===== config.mk =====
export PLATFORM = sky130hd
export DESIGN_NAME = csr_top
export DESIGN_NICKNAME = d
export VERILOG_FILES = /design/src/hdl/csr_pkg.sv /design/src/hdl/csr_stack_if.sv /design/src/hdl/csr_top.sv /design/src/hdl/csr_stack.sv
export SDC_FILE = /design/constraint.sdc
export NUM_CORES = 1
export LEC_CHECK = 0
export BUFFER_PORTS_ARGS = -buffer_cell sky130_fd_sc_hd__buf_2
export CORE_UTILIZATION = 40
export DETAILED_ROUTE_END_ITERATION = 7
export SETUP_SLACK_MARGIN = 0.4
export SYNTH_ARGS = -nofsm -noshare
export SYNTH_HDL_FRONTEND = slang
export SYNTH_SLANG_ARGS = --single-unit

===== constraint.sdc =====
create_clock -name core_clk_i -period 14.4 [get_ports core_clk_i]
set_input_delay 0.72 -clock core_clk_i [delete_from_list [all_inputs] [get_ports core_clk_i]]
set_output_delay 0.72 -clock core_clk_i [all_outputs]
set_load 0.03 [all_outputs]

===== src/hdl/csr_pkg.sv =====
/*
 * Constants, offsets and reset values for the CPU special register block.
 * Assumes a single 50 MHz clock and a synchronous active-high reset.
 */
`default_nettype none
//==============================================================
// Operation
// - Push or call first bumps the stack pointer, then writes at new value
// - Stack pointer resets to 07H so the first push lands at 08H
// - Stack pointer is 11 bits; upper three from extension byte low bits
// - Pointer is page, high, low bytes; increment carries into page
// - Pointer usable as one 24-bit value or three separate bytes
// - Pointer value addresses code fetch and external data accesses
// - Two data pointers are provided
// - Main register is operand and result for arithmetic and bit ops
// - Helper pairs with main register for multiply and divide
// - Status: carry bit 7, half carry 6, user flag 5, bank upper 4
// - Port 2 pins bidirectional with pull-up; written 1 reads as input
// - Port 2 drives middle then high address byte in external access
package csr_pkg;
    localparam logic [7:0] OFS_MAIN = 8'hE0;
    localparam logic [7:0] OFS_HELPER = 8'hF0;
    localparam logic [7:0] OFS_SP_LOW = 8'h81;
    localparam logic [7:0] OFS_SP_EXT = 8'hB7;
    localparam logic [7:0] OFS_DP_LOW = 8'h82;
    localparam logic [7:0] OFS_DP_HIGH = 8'h83;
    localparam logic [7:0] OFS_DP_PAGE = 8'h84;
    localparam logic [7:0] OFS_DP_SEL = 8'hA7;
    localparam logic [7:0] OFS_PORT2 = 8'hA0;
    localparam logic [7:0] OFS_STATUS = 8'hD0;
    localparam logic [7:0] RST_SP_LOW = 8'h07;
    localparam logic [7:0] RST_STATUS = 8'h00;
    localparam logic [7:0] RST_ZERO = 8'h00;
    localparam logic [7:0] RST_PORT2 = 8'hFF;
    localparam int BIT_CARRY = 7;
    localparam int BIT_HALF = 6;
    localparam int BIT_USER = 5;
    localparam int BIT_BANK_HI = 4;
    localparam int BIT_BANK_LO = 3;
    localparam int SP_EXT_BITS = 3;
    localparam int SP_WIDTH = 11;
    localparam int DP_COUNT = 2;
    typedef enum logic [2:0] {
        CSR_OP_NONE,
        CSR_OP_ADD,
        CSR_OP_SUB,
        CSR_OP_MUL,
        CSR_OP_DIV,
        CSR_OP_AND,
        CSR_OP_OR,
        CSR_OP_XOR
    } csr_alu_op_t;
    typedef enum logic [1:0] {
        CSR_XP_IDLE,
        CSR_XP_MID,
        CSR_XP_HIGH
    } csr_xphase_t;
endpackage
`default_nettype wire


===== src/hdl/csr_stack_if.sv =====
/*
 * Carrier between the stack unit and the register block.
 * Assumes one clock domain.
 */
`timescale 1ns/1ps
`default_nettype none
interface csr_stack_if;
    logic push;
    logic wr_low;
    logic wr_ext;
    logic [7:0] wdata;
    logic [10:0] sp;
    logic [10:0] push_addr;
    modport unit(input push, input wr_low, input wr_ext, input wdata,
        output sp, output push_addr);
    modport user(output push, output wr_low, output wr_ext, output wdata,
        input sp, input push_addr);
endinterface
`default_nettype wire


===== src/hdl/csr_top.sv =====
/*
 * CPU special registers: main, helper, stack, dual data pointers, status, port 2.
 * Assumes a one-cycle register port master that never issues read and write together.
 */
// Our own choice: the strobed register port.
`timescale 1ns/1ps
`default_nettype none
module csr_top (
    input wire logic core_clk_i,
    input wire logic sys_rst_i,
    input wire logic [7:0] reg_addr_i,
    input wire logic [7:0] reg_wdata_i,
    input wire logic reg_wr_i,
    input wire logic reg_rd_i,
    output logic [7:0] reg_rdata_o,
    input wire logic [2:0] alu_op_i,
    input wire logic push_i,
    input wire logic [7:0] push_data_i,
    input wire logic dp_inc_i,
    input wire logic xdata_start_i,
    input wire logic [7:0] port2_in_i,
    output logic [7:0] port2_out_o,
    output logic [7:0] port2_oe_n_o,
    output logic ram_we_o,
    output logic [10:0] ram_addr_o,
    output logic [7:0] ram_wdata_o,
    output logic [23:0] data_pointer_o,
    output logic [1:0] bank_sel_o,
    output logic [4:0] bank_base_o
);
    logic [7:0] main_arith_reg;
    logic [7:0] mul_div_helper;
    logic [7:0] cpu_status_flags;
    logic [7:0] port2_latch;
    logic dp_sel;
    logic [7:0] pointer_page_byte [csr_pkg::DP_COUNT];
    logic [7:0] pointer_high_byte [csr_pkg::DP_COUNT];
    logic [7:0] pointer_low_byte [csr_pkg::DP_COUNT];
    logic [7:0] p2_s1, p2_s2, p2_s3, p2_stable;
    csr_pkg::csr_xphase_t xphase;
    csr_pkg::csr_alu_op_t op;
    logic [8:0] sum9;
    logic [4:0] half5;
    logic [15:0] product;
    logic [23:0] cur_dp;
    logic [23:0] next_dp;
    csr_stack_if st();

    function automatic logic hit(input logic [7:0] a, input logic [7:0] ofs);
        return a == ofs;
    endfunction

    assign op = csr_pkg::csr_alu_op_t'(alu_op_i);
    assign cur_dp = {pointer_page_byte[dp_sel], pointer_high_byte[dp_sel],
        pointer_low_byte[dp_sel]};
    assign next_dp = cur_dp + 24'h000001;
    assign product = {8'h00, main_arith_reg} * {8'h00, mul_div_helper};
    assign sum9 = (op == csr_pkg::CSR_OP_SUB)
        ? {1'b0, main_arith_reg} - {1'b0, mul_div_helper} - {8'h00, cpu_status_flags[7]}
        : {1'b0, main_arith_reg} + {1'b0, mul_div_helper};
    assign half5 = (op == csr_pkg::CSR_OP_SUB)
        ? {1'b0, main_arith_reg[3:0]} - {1'b0, mul_div_helper[3:0]}
            - {4'h0, cpu_status_flags[7]}
        : {1'b0, main_arith_reg[3:0]} + {1'b0, mul_div_helper[3:0]};

    csr_stack u_stack (
        .core_clk_i(core_clk_i),
        .sys_rst_i(sys_rst_i),
        .st(st)
    );
    assign st.push = push_i;
    assign st.wr_low = reg_wr_i && hit(reg_addr_i, csr_pkg::OFS_SP_LOW);
    assign st.wr_ext = reg_wr_i && hit(reg_addr_i, csr_pkg::OFS_SP_EXT);
    assign st.wdata = reg_wdata_i;

    // ============================================================
    // Main and helper registers
    always_ff @(posedge core_clk_i) begin
        if (sys_rst_i) begin
            main_arith_reg <= csr_pkg::RST_ZERO;
            mul_div_helper <= csr_pkg::RST_ZERO;
        end else if (reg_wr_i && hit(reg_addr_i, csr_pkg::OFS_MAIN)) begin
            main_arith_reg <= reg_wdata_i;
        end else if (reg_wr_i && hit(reg_addr_i, csr_pkg::OFS_HELPER)) begin
            mul_div_helper <= reg_wdata_i;
        end else begin
            case (op)
                csr_pkg::CSR_OP_ADD, csr_pkg::CSR_OP_SUB: begin
                    main_arith_reg <= sum9[7:0];
                end
                csr_pkg::CSR_OP_MUL: begin
                    main_arith_reg <= product[7:0];
                    mul_div_helper <= product[15:8];
                end
                csr_pkg::CSR_OP_DIV: begin
                    if (mul_div_helper != 8'h00) begin
                        main_arith_reg <= main_arith_reg / mul_div_helper;
                        mul_div_helper <= main_arith_reg % mul_div_helper;
                    end
                end
                csr_pkg::CSR_OP_AND: main_arith_reg <= main_arith_reg & mul_div_helper;
                csr_pkg::CSR_OP_OR: main_arith_reg <= main_arith_reg | mul_div_helper;
                csr_pkg::CSR_OP_XOR: main_arith_reg <= main_arith_reg ^ mul_div_helper;
                default: begin
                end
            endcase
        end
    end

    // ============================================================
    // Status flags
    always_ff @(posedge core_clk_i) begin
        if (sys_rst_i) begin
            cpu_status_flags <= csr_pkg::RST_STATUS;
        end else if (op == csr_pkg::CSR_OP_ADD || op == csr_pkg::CSR_OP_SUB) begin
            cpu_status_flags[csr_pkg::BIT_CARRY] <= sum9[8];
            cpu_status_flags[csr_pkg::BIT_HALF] <= half5[4];
        end else if (op == csr_pkg::CSR_OP_MUL || op == csr_pkg::CSR_OP_DIV) begin
            cpu_status_flags[csr_pkg::BIT_CARRY] <= 1'b0;
        end else if (reg_wr_i && hit(reg_addr_i, csr_pkg::OFS_STATUS)) begin
            cpu_status_flags <= reg_wdata_i;
        end
    end

    always_ff @(posedge core_clk_i) begin
        if (sys_rst_i) begin
            bank_sel_o <= 2'h0;
            bank_base_o <= 5'h00;
        end else begin
            bank_sel_o <= cpu_status_flags[csr_pkg::BIT_BANK_HI:csr_pkg::BIT_BANK_LO];
            bank_base_o <= {cpu_status_flags[csr_pkg::BIT_BANK_HI:csr_pkg::BIT_BANK_LO],
                3'h0};
        end
    end

    // ============================================================
    // Dual data pointers
    always_ff @(posedge core_clk_i) begin
        if (sys_rst_i) begin
            dp_sel <= 1'b0;
        end else if (reg_wr_i && hit(reg_addr_i, csr_pkg::OFS_DP_SEL)) begin
            dp_sel <= reg_wdata_i[0];
        end
    end

    always_ff @(posedge core_clk_i) begin
        if (sys_rst_i) begin
            for (int i = 0; i < csr_pkg::DP_COUNT; i++) begin
                pointer_page_byte[i] <= csr_pkg::RST_ZERO;
                pointer_high_byte[i] <= csr_pkg::RST_ZERO;
                pointer_low_byte[i] <= csr_pkg::RST_ZERO;
            end
        end else if (dp_inc_i) begin
            {pointer_page_byte[dp_sel], pointer_high_byte[dp_sel],
                pointer_low_byte[dp_sel]} <= next_dp;
        end else if (reg_wr_i && hit(reg_addr_i, csr_pkg::OFS_DP_PAGE)) begin
            pointer_page_byte[dp_sel] <= reg_wdata_i;
        end else if (reg_wr_i && hit(reg_addr_i, csr_pkg::OFS_DP_HIGH)) begin
            pointer_high_byte[dp_sel] <= reg_wdata_i;
        end else if (reg_wr_i && hit(reg_addr_i, csr_pkg::OFS_DP_LOW)) begin
            pointer_low_byte[dp_sel] <= reg_wdata_i;
        end
    end

    always_ff @(posedge core_clk_i) begin
        if (sys_rst_i) begin
            data_pointer_o <= 24'h000000;
        end else begin
            data_pointer_o <= cur_dp;
        end
    end

    // ============================================================
    // Internal RAM push port
    always_ff @(posedge core_clk_i) begin
        if (sys_rst_i) begin
            ram_we_o <= 1'b0;
            ram_addr_o <= 11'h000;
            ram_wdata_o <= 8'h00;
        end else begin
            ram_we_o <= push_i;
            ram_addr_o <= st.push_addr;
            ram_wdata_o <= push_data_i;
        end
    end

    // ============================================================
    // Port 2 and external address phases
    always_ff @(posedge core_clk_i) begin
        if (sys_rst_i) begin
            port2_latch <= csr_pkg::RST_PORT2;
        end else if (reg_wr_i && hit(reg_addr_i, csr_pkg::OFS_PORT2)) begin
            port2_latch <= reg_wdata_i;
        end
    end

    always_ff @(posedge core_clk_i) begin
        if (sys_rst_i) begin
            p2_s1 <= 8'hFF;
            p2_s2 <= 8'hFF;
            p2_s3 <= 8'hFF;
            p2_stable <= 8'hFF;
        end else begin
            p2_s1 <= port2_in_i;
            p2_s2 <= p2_s1;
            p2_s3 <= p2_s2;
            for (int i = 0; i < 8; i++) begin
                if (p2_s2[i] == p2_s3[i]) begin
                    p2_stable[i] <= p2_s3[i];
                end
            end
        end
    end

    always_ff @(posedge core_clk_i) begin
        if (sys_rst_i) begin
            xphase <= csr_pkg::CSR_XP_IDLE;
        end else begin
            case (xphase)
                csr_pkg::CSR_XP_IDLE: if (xdata_start_i) xphase <= csr_pkg::CSR_XP_MID;
                csr_pkg::CSR_XP_MID: xphase <= csr_pkg::CSR_XP_HIGH;
                default: xphase <= csr_pkg::CSR_XP_IDLE;
            endcase
        end
    end

    always_ff @(posedge core_clk_i) begin
        if (sys_rst_i) begin
            port2_out_o <= 8'hFF;
            port2_oe_n_o <= csr_pkg::RST_PORT2;
        end else if (xphase == csr_pkg::CSR_XP_MID) begin
            port2_out_o <= cur_dp[15:8];
            port2_oe_n_o <= 8'h00;
        end else if (xphase == csr_pkg::CSR_XP_HIGH) begin
            port2_out_o <= cur_dp[23:16];
            port2_oe_n_o <= 8'h00;
        end else begin
            port2_out_o <= port2_latch;
            port2_oe_n_o <= port2_latch;
        end
    end

    // ============================================================
    // Read port
    always_ff @(posedge core_clk_i) begin
        if (sys_rst_i) begin
            reg_rdata_o <= 8'h00;
        end else if (reg_rd_i) begin
            if (hit(reg_addr_i, csr_pkg::OFS_MAIN)) reg_rdata_o <= main_arith_reg;
            else if (hit(reg_addr_i, csr_pkg::OFS_HELPER)) reg_rdata_o <= mul_div_helper;
            else if (hit(reg_addr_i, csr_pkg::OFS_SP_LOW)) reg_rdata_o <= st.sp[7:0];
            else if (hit(reg_addr_i, csr_pkg::OFS_SP_EXT)) reg_rdata_o <= {5'h00, st.sp[10:8]};
            else if (hit(reg_addr_i, csr_pkg::OFS_DP_LOW)) reg_rdata_o <= cur_dp[7:0];
            else if (hit(reg_addr_i, csr_pkg::OFS_DP_HIGH)) reg_rdata_o <= cur_dp[15:8];
            else if (hit(reg_addr_i, csr_pkg::OFS_DP_PAGE)) reg_rdata_o <= cur_dp[23:16];
            else if (hit(reg_addr_i, csr_pkg::OFS_DP_SEL)) reg_rdata_o <= {7'h00, dp_sel};
            else if (hit(reg_addr_i, csr_pkg::OFS_STATUS)) reg_rdata_o <= cpu_status_flags;
            else if (hit(reg_addr_i, csr_pkg::OFS_PORT2)) reg_rdata_o <= p2_stable;
            else reg_rdata_o <= 8'h00;
        end else begin
            reg_rdata_o <= 8'h00;
        end
    end
endmodule
`default_nettype wire


===== src/hdl/csr_stack.sv =====
/*
 * Eleven-bit pre-incrementing stack pointer.
 * Assumes pushes and software writes never arrive together.
 */
`timescale 1ns/1ps
`default_nettype none
module csr_stack (
    input wire logic core_clk_i,
    input wire logic sys_rst_i,
    csr_stack_if.unit st
);
    logic [10:0] sp;
    logic [10:0] next_sp;
    assign next_sp = sp + 11'h001;
    assign st.sp = sp;
    assign st.push_addr = next_sp;
    // ============================================================
    // Pointer update
    always_ff @(posedge core_clk_i) begin
        if (sys_rst_i) begin
            sp <= {3'h0, csr_pkg::RST_SP_LOW};
        end else if (st.push) begin
            sp <= next_sp;
        end else if (st.wr_low) begin
            sp[7:0] <= st.wdata;
        end else if (st.wr_ext) begin
            sp[10:8] <= st.wdata[2:0];
        end
    end
endmodule
`default_nettype wire


## Word-level counts from Yosys, hierarchy flattened

Index checks and enable logic that the tools add are counted.

- Input port bits: 42
- Logic and storage cells: 184
- Bits in registers: 199
- Output and inout bits: 75

- Reduce and logical (&&, ||, !) cells: 33
- Bitwise logic cells: 8
- Multipliers: 1
- Add/sub/neg operators: 8
- Order comparisons: 2
- Div/mod/pow operators: 2
- Mux-type cells: 59
- Equality and inequality tests: 35

Operator list:

| operator | number |
|---|---|
| $mux W8 | 31 |
| $mux W16 | 9 |
| $bwmux W16 | 6 |
| $eq A8 B8 Y1 const B | 10 |
| $pmux W8 S6 | 1 |
| $add A24 B1 Y24 const B | 1 |
| $mul A8 B8 Y16 | 1 |
| $pmux W8 S2 | 1 |
| $eq A3 B3 Y1 const B | 4 |
| $ne A2 B2 Y1 const B | 6 |
| $reduce_and A3 Y1 | 4 |
| $reduce_bool A2 Y1 | 6 |
| $add A11 B1 Y11 const B | 1 |
| $logic_and A1 B1 Y1 | 11 |
| $mux W11 | 1 |
| $add A8 B8 Y9 | 1 |
| $mux W9 | 1 |
| $sub A8 B8 Y9 | 1 |
| $sub A9 B1 Y9 | 1 |
| $and A8 B8 Y8 | 1 |
| $demux W8 S1 | 1 |
| $div A8 B8 Y8 | 1 |
| $eq A1 B1 Y1 | 8 |
| $mod A8 B8 Y8 | 1 |
| 27 further kinds | 39 |

## Depth between registers and ports, before layout

Gate-level depths: netlist of the first run.

- Depth in word-level cells: 11
- Gate-level depth with buffers: 52
- Depth with buffers taken out: 51

## Modules after synthesis

Synthesis of the first run repeated with hierarchy kept, for this count alone.

- Cells, all modules: 1,608
- Area, all modules: 13,366.6 µm²

Modules (own cells, without submodules):

| module | cells each | area an instance (µm²) | instances | seq. area each (µm²) |
|---|---|---|---|---|
| csr_top | 1,516 | 12,607.1 | 1 | 3,703.6 |
| csr_stack | 92 | 759.5 | 1 | 220.2 |

## Worst setup path before layout of the first run

No wires, ideal clock.

- Path kind: reg2reg
- From: register mul_div_helper[0]
- To: register mul_div_helper[6]
- Arrival time: 11.338 ns
- Library setup time: 0.136 ns
- Stages on the path, launching flop included: 49
- Setup slack: 2.926 ns
- Clock period less this slack: 11.474 ns
- Buffers on the path: 2
- Required time: 14.264 ns
- Cell sequence: dfxtp_1 > inv_1 > ha_1 > a31oi_1 > a31o_2 > inv_1 > ha_1 > o21ai_0 > a211oi_1 > o21ai_0 > ha_1 > a21oi_1 > a2111oi_4 > nand3b_1 > o311ai_0 > ha_1 > or3_1 > o221a_2 > (+13 left out) > nor2_1 > a21oi_1 > inv_1 > ha_1 > nor2_1 > a211oi_1 > a21oi_1 > o22ai_1 > mux2_2 > ha_1 > nand2_1 > a21oi_1 > o31a_1 > o41ai_2 > clkbuf_1 > o221ai_1 > a221oi_1 > o32ai_1

- Cells in the longest elaborated chain, start to end: 4
- Elaborated cells between the ends (all ways): 8
- Classes of those cells: mul: 1; div: 1; eq/ne: 1; mux: 3; reduce/logical: 2

Ends and longest elaborated chain:

| element | RTL line | text |
|---|---|---|
| start, declared | csr_top.sv:32 | `logic [7:0] mul_div_helper;` |
| start signal, assigned | csr_top.sv:81 | `mul_div_helper <= csr_pkg::RST_ZERO;` |
| start signal, assigned | csr_top.sv:85 | `mul_div_helper <= reg_wdata_i;` |
| start signal, assigned | csr_top.sv:93 | `mul_div_helper <= product[15:8];` |
| $mod A8 B8 Y8 | csr_top.sv:98 | `mul_div_helper <= main_arith_reg % mul_div_helper;` |
| $mux W8 | csr_top.sv:96 | `if (mul_div_helper != 8'h00) begin` |
| $pmux W8 S2 | csr_top.sv:87 | `case (op)` |
| $mux W8 | csr_top.sv:84 | `end else if (reg_wr_i && hit(reg_addr_i, csr_pkg::OFS_HELPER)) begin` |

Parallel ways exist; a longest one is shown, timed or not. The select of a mux whose other input is x is not followed.
A chain may end at the register's enable or synchronous reset.

## Final worst setup path of the first run

- From: register mul_div_helper[0]
- To: register mul_div_helper[2]

The elaborated chain is that of the path after synthesis.

==> out/metrics.csv, run 1 <==
metric,value,unit
status,completed,
largest-register,data_pointer_o,
cp_data_arrival_time,13.26,ns
fillers,3284,
end_kind,flip-flop,
routedWlPerCell,19.92,µm
yosys.area.top_type_share,29.15,%
holdCritPathClass,reg2reg,
cts.htree.levels,4,
yosys_warnings,0,
cts_hold_buf,0,
largest_reg_flops,24,
finalHoldViolCount,0,
holdWs,0.4082,ns
cp_max_fo,14,
dr.pass1.iters,6,
wl,42.47,mm
grt_overflow,0,
area_delta_synth_final,10.24,%
insertion_delay,0.45,ns
slew_viol_final,0,
synth_top_area_cell,dfxtp_1,
cts_setup_buffers,0,
initial_core_util,41.05,%
ant_nets,0,
path_class,reg2reg,
synthDistinctLibCells,80,
grt_util_all_layers,24.97,%
grt_pass1_vias,11370,
viasPerCell,5.749,
dp_slack,1.063,ns
reg2reg_depth,47,
clock_sinks,196,
wl_met1,18.75,mm
drv_cap,0,
finalWorstPathRequiredPeriod,12.96,ns
slew_headroom,22.89,%
synth_area,0.01346,mm²
num_antenna_cells,0,
cts_tree,done,
syn_area_per_cell,8.262,µm²
grt_pass1_wl,65.26,mm
cp_slowest_stage_delay,0.61,ns
die_h,185.4,µm
io_pins,117,
nNetsFinal,1867,
netlist_instances,1629,
finalClockSkew,0.01890,ns
seq_area_frac_synth,29.15,%
met3_length,3.759,mm
ys_top_cells_by_area,"dfxtp_1 (29%), ha_1 (10%), nor2_1 (6.1%)",
dp_hpwl,31.37,mm
crit_start,mul_div_helper[0],
fmax,77.18,MHz
wl_met2,18.61,mm
async_reset_ff_share,0,%
timing.rr.end,mul_div_helper[2],
final_area,0.01484,mm²
synthFlopType,dfxtp_1,
worst_slack,1.443,ns
clock-root-buffer,clkbuf_16,
finalCritPeriodShare,89.98,%
drc,0,
cp-endpoint,mul_div_helper[2],
clk_path_buf_depth,2,
synth_most_common_cell,nor2_1,
synth-seq-cells,196,
gp_congestion,0.9254,
io_buffers,113,
r2r_slack,1.44,ns
tightestPinTransition,1.154,ns
grt_max_degree,94,
synth_enable_flop_cells,0,
setup_viol,0,
top_layer_used,met5,
crit_top_cell,ha_1,
cts_buffers,17,
setup_tns,0,ns
drive_above_1_share,13.08,%
required,14.71,ns
drt_iter0_drc,1229,
core_area,0.03278,mm²
r2r-start,mul_div_helper[0],
antenna_found_initial,1,
die_w,185.4,µm
num_rows,66,
start_kind,flip-flop,
slowest_stage,dfxtp_1,
via_count,12260,
grt_setup_unrepaired,no,
path_clk_slew,0.08,ns
die-area,0.03439,mm²
ys_top_cells_by_count,"nor2_1 (220), dfxtp_1 (196), a21oi_1 (117), ha_1 (108), nand2_1 (106)",
post_dp_cell_area,0.01424,mm²
-- per-layer routing --
layer  track usage, %  vias up
met5                0        -
met3            6.056      100
met1            33.37     5749
li1                 -     5820
met4            9.388        2
met2            38.64      586
-- worst max-delay path, delay by kind of cell (launching register included) --
kind | cells | cell delay (ns)
compound gates | 21 | 6.04
flops | 1 | 0.61
mux | 3 | 1.11
buf+inv | 4 | 0.79
fa+ha+maj | 8 | 2.48
simple gates | 11 | 1.75
-- through the flow --
step | std cells | util [%]
final | 2132 | 45.26
after global routing | 2132 | 45.26
after CTS | 2132 | 45.22
after detailed placement | 2100 | 43.44
after global placement | 2100 | 43.44
after floorplan | 1631 | -
-- placed cells by master (no fill, tap or decap), types with 12 or more instances in the layout --
master,instances
nand2_1,106
inv_1,94
fa_1,40
clkbuf_16,17
nand2b_1,20
nor3_1,37
xnor2_1,46
nor2_1,220
dfxtp_1,195
a21o_1,19
nand3b_1,12
ha_1,108
or2_2,38
mux2i_1,48
xor2_1,25
o211ai_1,12
o21a_1,12
o22ai_1,17
nand3_1,28
nor2b_1,33
o21ai_0,65
buf_2,112
o21bai_1,14
a211oi_1,52
a21oi_1,117
-- worst min path at each step --
stage	end	from	slack, ns	cells after the start
floorplan	p2_s2[0]	p2_s1[0]	0.39	1
global placement	p2_s2[3]	p2_s1[3]	0.39	1
detailed placement	p2_s2[3]	p2_s1[3]	0.39	1
CTS	p2_s2[3]	p2_s1[3]	0.41	1
global route	p2_s2[4]	p2_s1[4]	0.43	1
finish	p2_s2[3]	p2_s1[3]	0.41	1
-- layout make-up --
cell class	instances	area (µm²)	share of cell area [%]
Multi-Input combinational cell	1244	8785	59.20
Sequential cell	196	3925	26.45
Timing Repair Buffer	121	628.1	4.233
Tap cell	442	553.0	3.727
Clock buffer	18	439.2	2.960
Inverter	97	364.1	2.454
Clock inverter	14	143.9	0.9697
-- cell families after synthesis --
family          after synthesis  synth area share, %
buf+inv                     191                5.726
simple gates                547                19.14
flops                       196                29.15
other cells                   1              0.02786
fa+ha+maj                   148                15.99
compound gates              412                20.35
mux                          63                4.992
xor+xnor                     71                4.620
-- timing repair --
action | CTS | global route
hold endpoints to repair | 0 | 0
resized for setup | 0 | 3
endpoints found under the setup margin | 0 | 9
Power of run 1 is not shown: default switching activity piles up to over one toggle a cycle in this logic, so the estimate is an artifact.
==> inputs of run 2 (changes only) <==
--- a/config.mk
+++ b/config.mk
@@ -6,6 +6,7 @@
 export NUM_CORES = 1
 export LEC_CHECK = 0
 export BUFFER_PORTS_ARGS = -buffer_cell sky130_fd_sc_hd__buf_2
+export CORE_ASPECT_RATIO = 0.6
 export CORE_UTILIZATION = 40
 export DETAILED_ROUTE_END_ITERATION = 7
 export SETUP_SLACK_MARGIN = 0.4
==> out/metrics.csv, run 2 (synthesis results as in run 1) <==
metric,value,unit,change
status,completed,,
die_w,238.8,µm,+29%
timing.rr.end,mul_div_helper[2],,
clock-root-buffer,clkbuf_16,,
r2r-start,mul_div_helper[0],,
grt_util_all_layers,27.23,%,+2.3 points
path_class,reg2reg,,
cts.htree.levels,4,,unchanged
area_delta_synth_final,10.85,%,
via_count,12380,,+1.0%
finalHoldViolCount,0,,unchanged
slew_viol_final,0,,unchanged
hold_start,p2_s1[2],,
io_buffers,113,,unchanged
nNetsFinal,1870,,+0.16%
tightestPinTransition,1.153,ns,-0.001264 ns
cp_data_arrival_time,13.23,ns,-0.03 ns
die-area,0.03441,mm²,about the same
grt_pass1_wl,69.75,mm,+6.9%
holdWs,0.3937,ns,-0.01455 ns
finalCritPeriodShare,89.63,%,-0.35 points
clk_path_buf_depth,2,,unchanged
drive_above_1_share,13.29,%,+0.21 points
slew_headroom,23.06,%,+0.16 points
reg2reg_depth,47,,unchanged
grt_max_degree,94,,unchanged
drc,0,,unchanged
cts_hold_buf,0,,unchanged
cts_tree,done,,
viasPerCell,5.771,,+0.38%
cts_buffers,17,,unchanged
end_kind,flip-flop,,
setup_tns,0,ns,unchanged
r2r_slack,1.49,ns,+0.05 ns
dr.pass1.iters,8,,+2
ant_nets,0,,unchanged
hold_end,p2_s2[2],,
largest_reg_flops,24,,unchanged
antenna_found_initial,1,,unchanged
crit_top_cell,ha_1,,
path_clk_slew,0.09,ns,about the same
wl,46.56,mm,+9.6%
initial_core_util,41.12,%,+0.061 points
final_common_cell,nor2_1,,
clock_sinks,196,,unchanged
dp_hpwl,35.26,mm,+12%
holdPathStages,1,,unchanged
insertion_delay,0.47,ns,+0.02 ns
setup_viol,0,,unchanged
fmax,77.48,MHz,+0.39%
grt_overflow,0,,unchanged
finalClockSkew,0.01721,ns,-0.001689 ns
holdCritPathClass,reg2reg,,
fillers,3249,,-1.1%
gp_congestion,0.9571,,+3.4%
io_pins,117,,unchanged
slowest_stage,dfxtp_1,,
routedWlPerCell,21.70,µm,+8.9%
drt_iter0_drc,1520,,+24%
grt_setup_unrepaired,no,,
drv_cap,0,,unchanged
cp_max_fo,14,,unchanged
largest-register,data_pointer_o,,
num_rows,51,,-23%
finalWorstPathRequiredPeriod,12.91,ns,-0.05028 ns
grt_pass1_vias,11350,,-0.18%
die_h,144.1,µm,-22%
cp_slowest_stage_delay,0.62,ns,about the same
final_cell_mix,"nor2_1 (220), dfxtp_1 (195), a21oi_1 (117)",,
required,14.73,ns,+0.02 ns
start_kind,flip-flop,,
core_area,0.03274,mm²,-0.15%
## run 2: cell count changes in the layout (fill, tap and decap cells not counted), moves of 2 or more
cell      change
clkinv_8      +5
clkinv_4      -2
diode_2       +3
buf_4         +2
## run 2: how the worst max path moves through the flow
stage / start / to / slack (ns) / depth (start not counted)
4_1_cts: mul_div_helper[0] / mul_div_helper[2] / 0.89 / 47
2_1_floorplan: mul_div_helper[0] / mul_div_helper[6] / 2.93 / 48
3_5_place_dp: mul_div_helper[0] / mul_div_helper[2] / 0.99 / 47
6_report: mul_div_helper[0] / mul_div_helper[2] / 1.49 / 47
5_1_grt: mul_div_helper[0] / mul_div_helper[2] / 0.48 / 47
3_3_place_gp: mul_div_helper[0] / mul_div_helper[2] / 1.42 / 47
## run 2: metrics by stage
step	cells	cell area (µm²)	util (%)	setup slack (ns)
2_1_floorplan	1631	13470	-	2.926
3_3_place_gp	2111	14280	43.62	1.420
3_5_place_dp	2111	14280	43.62	0.9943
4_1_cts	2143	14880	45.47	0.8920
5_1_grt	2144	14910	45.56	0.4805
6_report	2146	14920	45.58	1.493
## run 2: area by class of cell
cell class	count	area, µm²	area share, %
multi-input combinational	1244	8801	58.99
antenna	3	7.507	0.05032
timing repair buffer	124	654.4	4.386
inverter	97	364.1	2.440
clock buffer	17	425.4	2.851
tap	450	563.0	3.774
sequential	196	3925	26.31
clock inverter	15	178.9	1.199
## run 2: repair_timing
action / CTS / global route
setup endpoints to repair: 0 / 9
setup buffers: 0 / 0
gates resized for setup: 0 / 5
## run 2: layer usage
| metal | GRT usage (%) | wire, µm | vias up |
|---|---|---|---|
| met5 | 0 | 0 | - |
| met4 | 7.456 | 922 | 0 |
| met3 | 12.25 | 6463 | 58 |
| met2 | 33.05 | 16530 | 650 |
| met1 | 41.17 | 22650 | 5858 |
| li1 | - | - | 5818 |
## run 2: worst max-delay path: cells and delay by family (launching register included)
family,cells,cell delay (ns)
adders and majority gates,8,2.34
buffers and inverters,4,0.80
DFF,1,0.62
and+or+nand+nor,10,1.76
muxes,3,1.10
AOI/OAI and AO/OA,22,6.13
Power of run 2 is left out for the same reason.
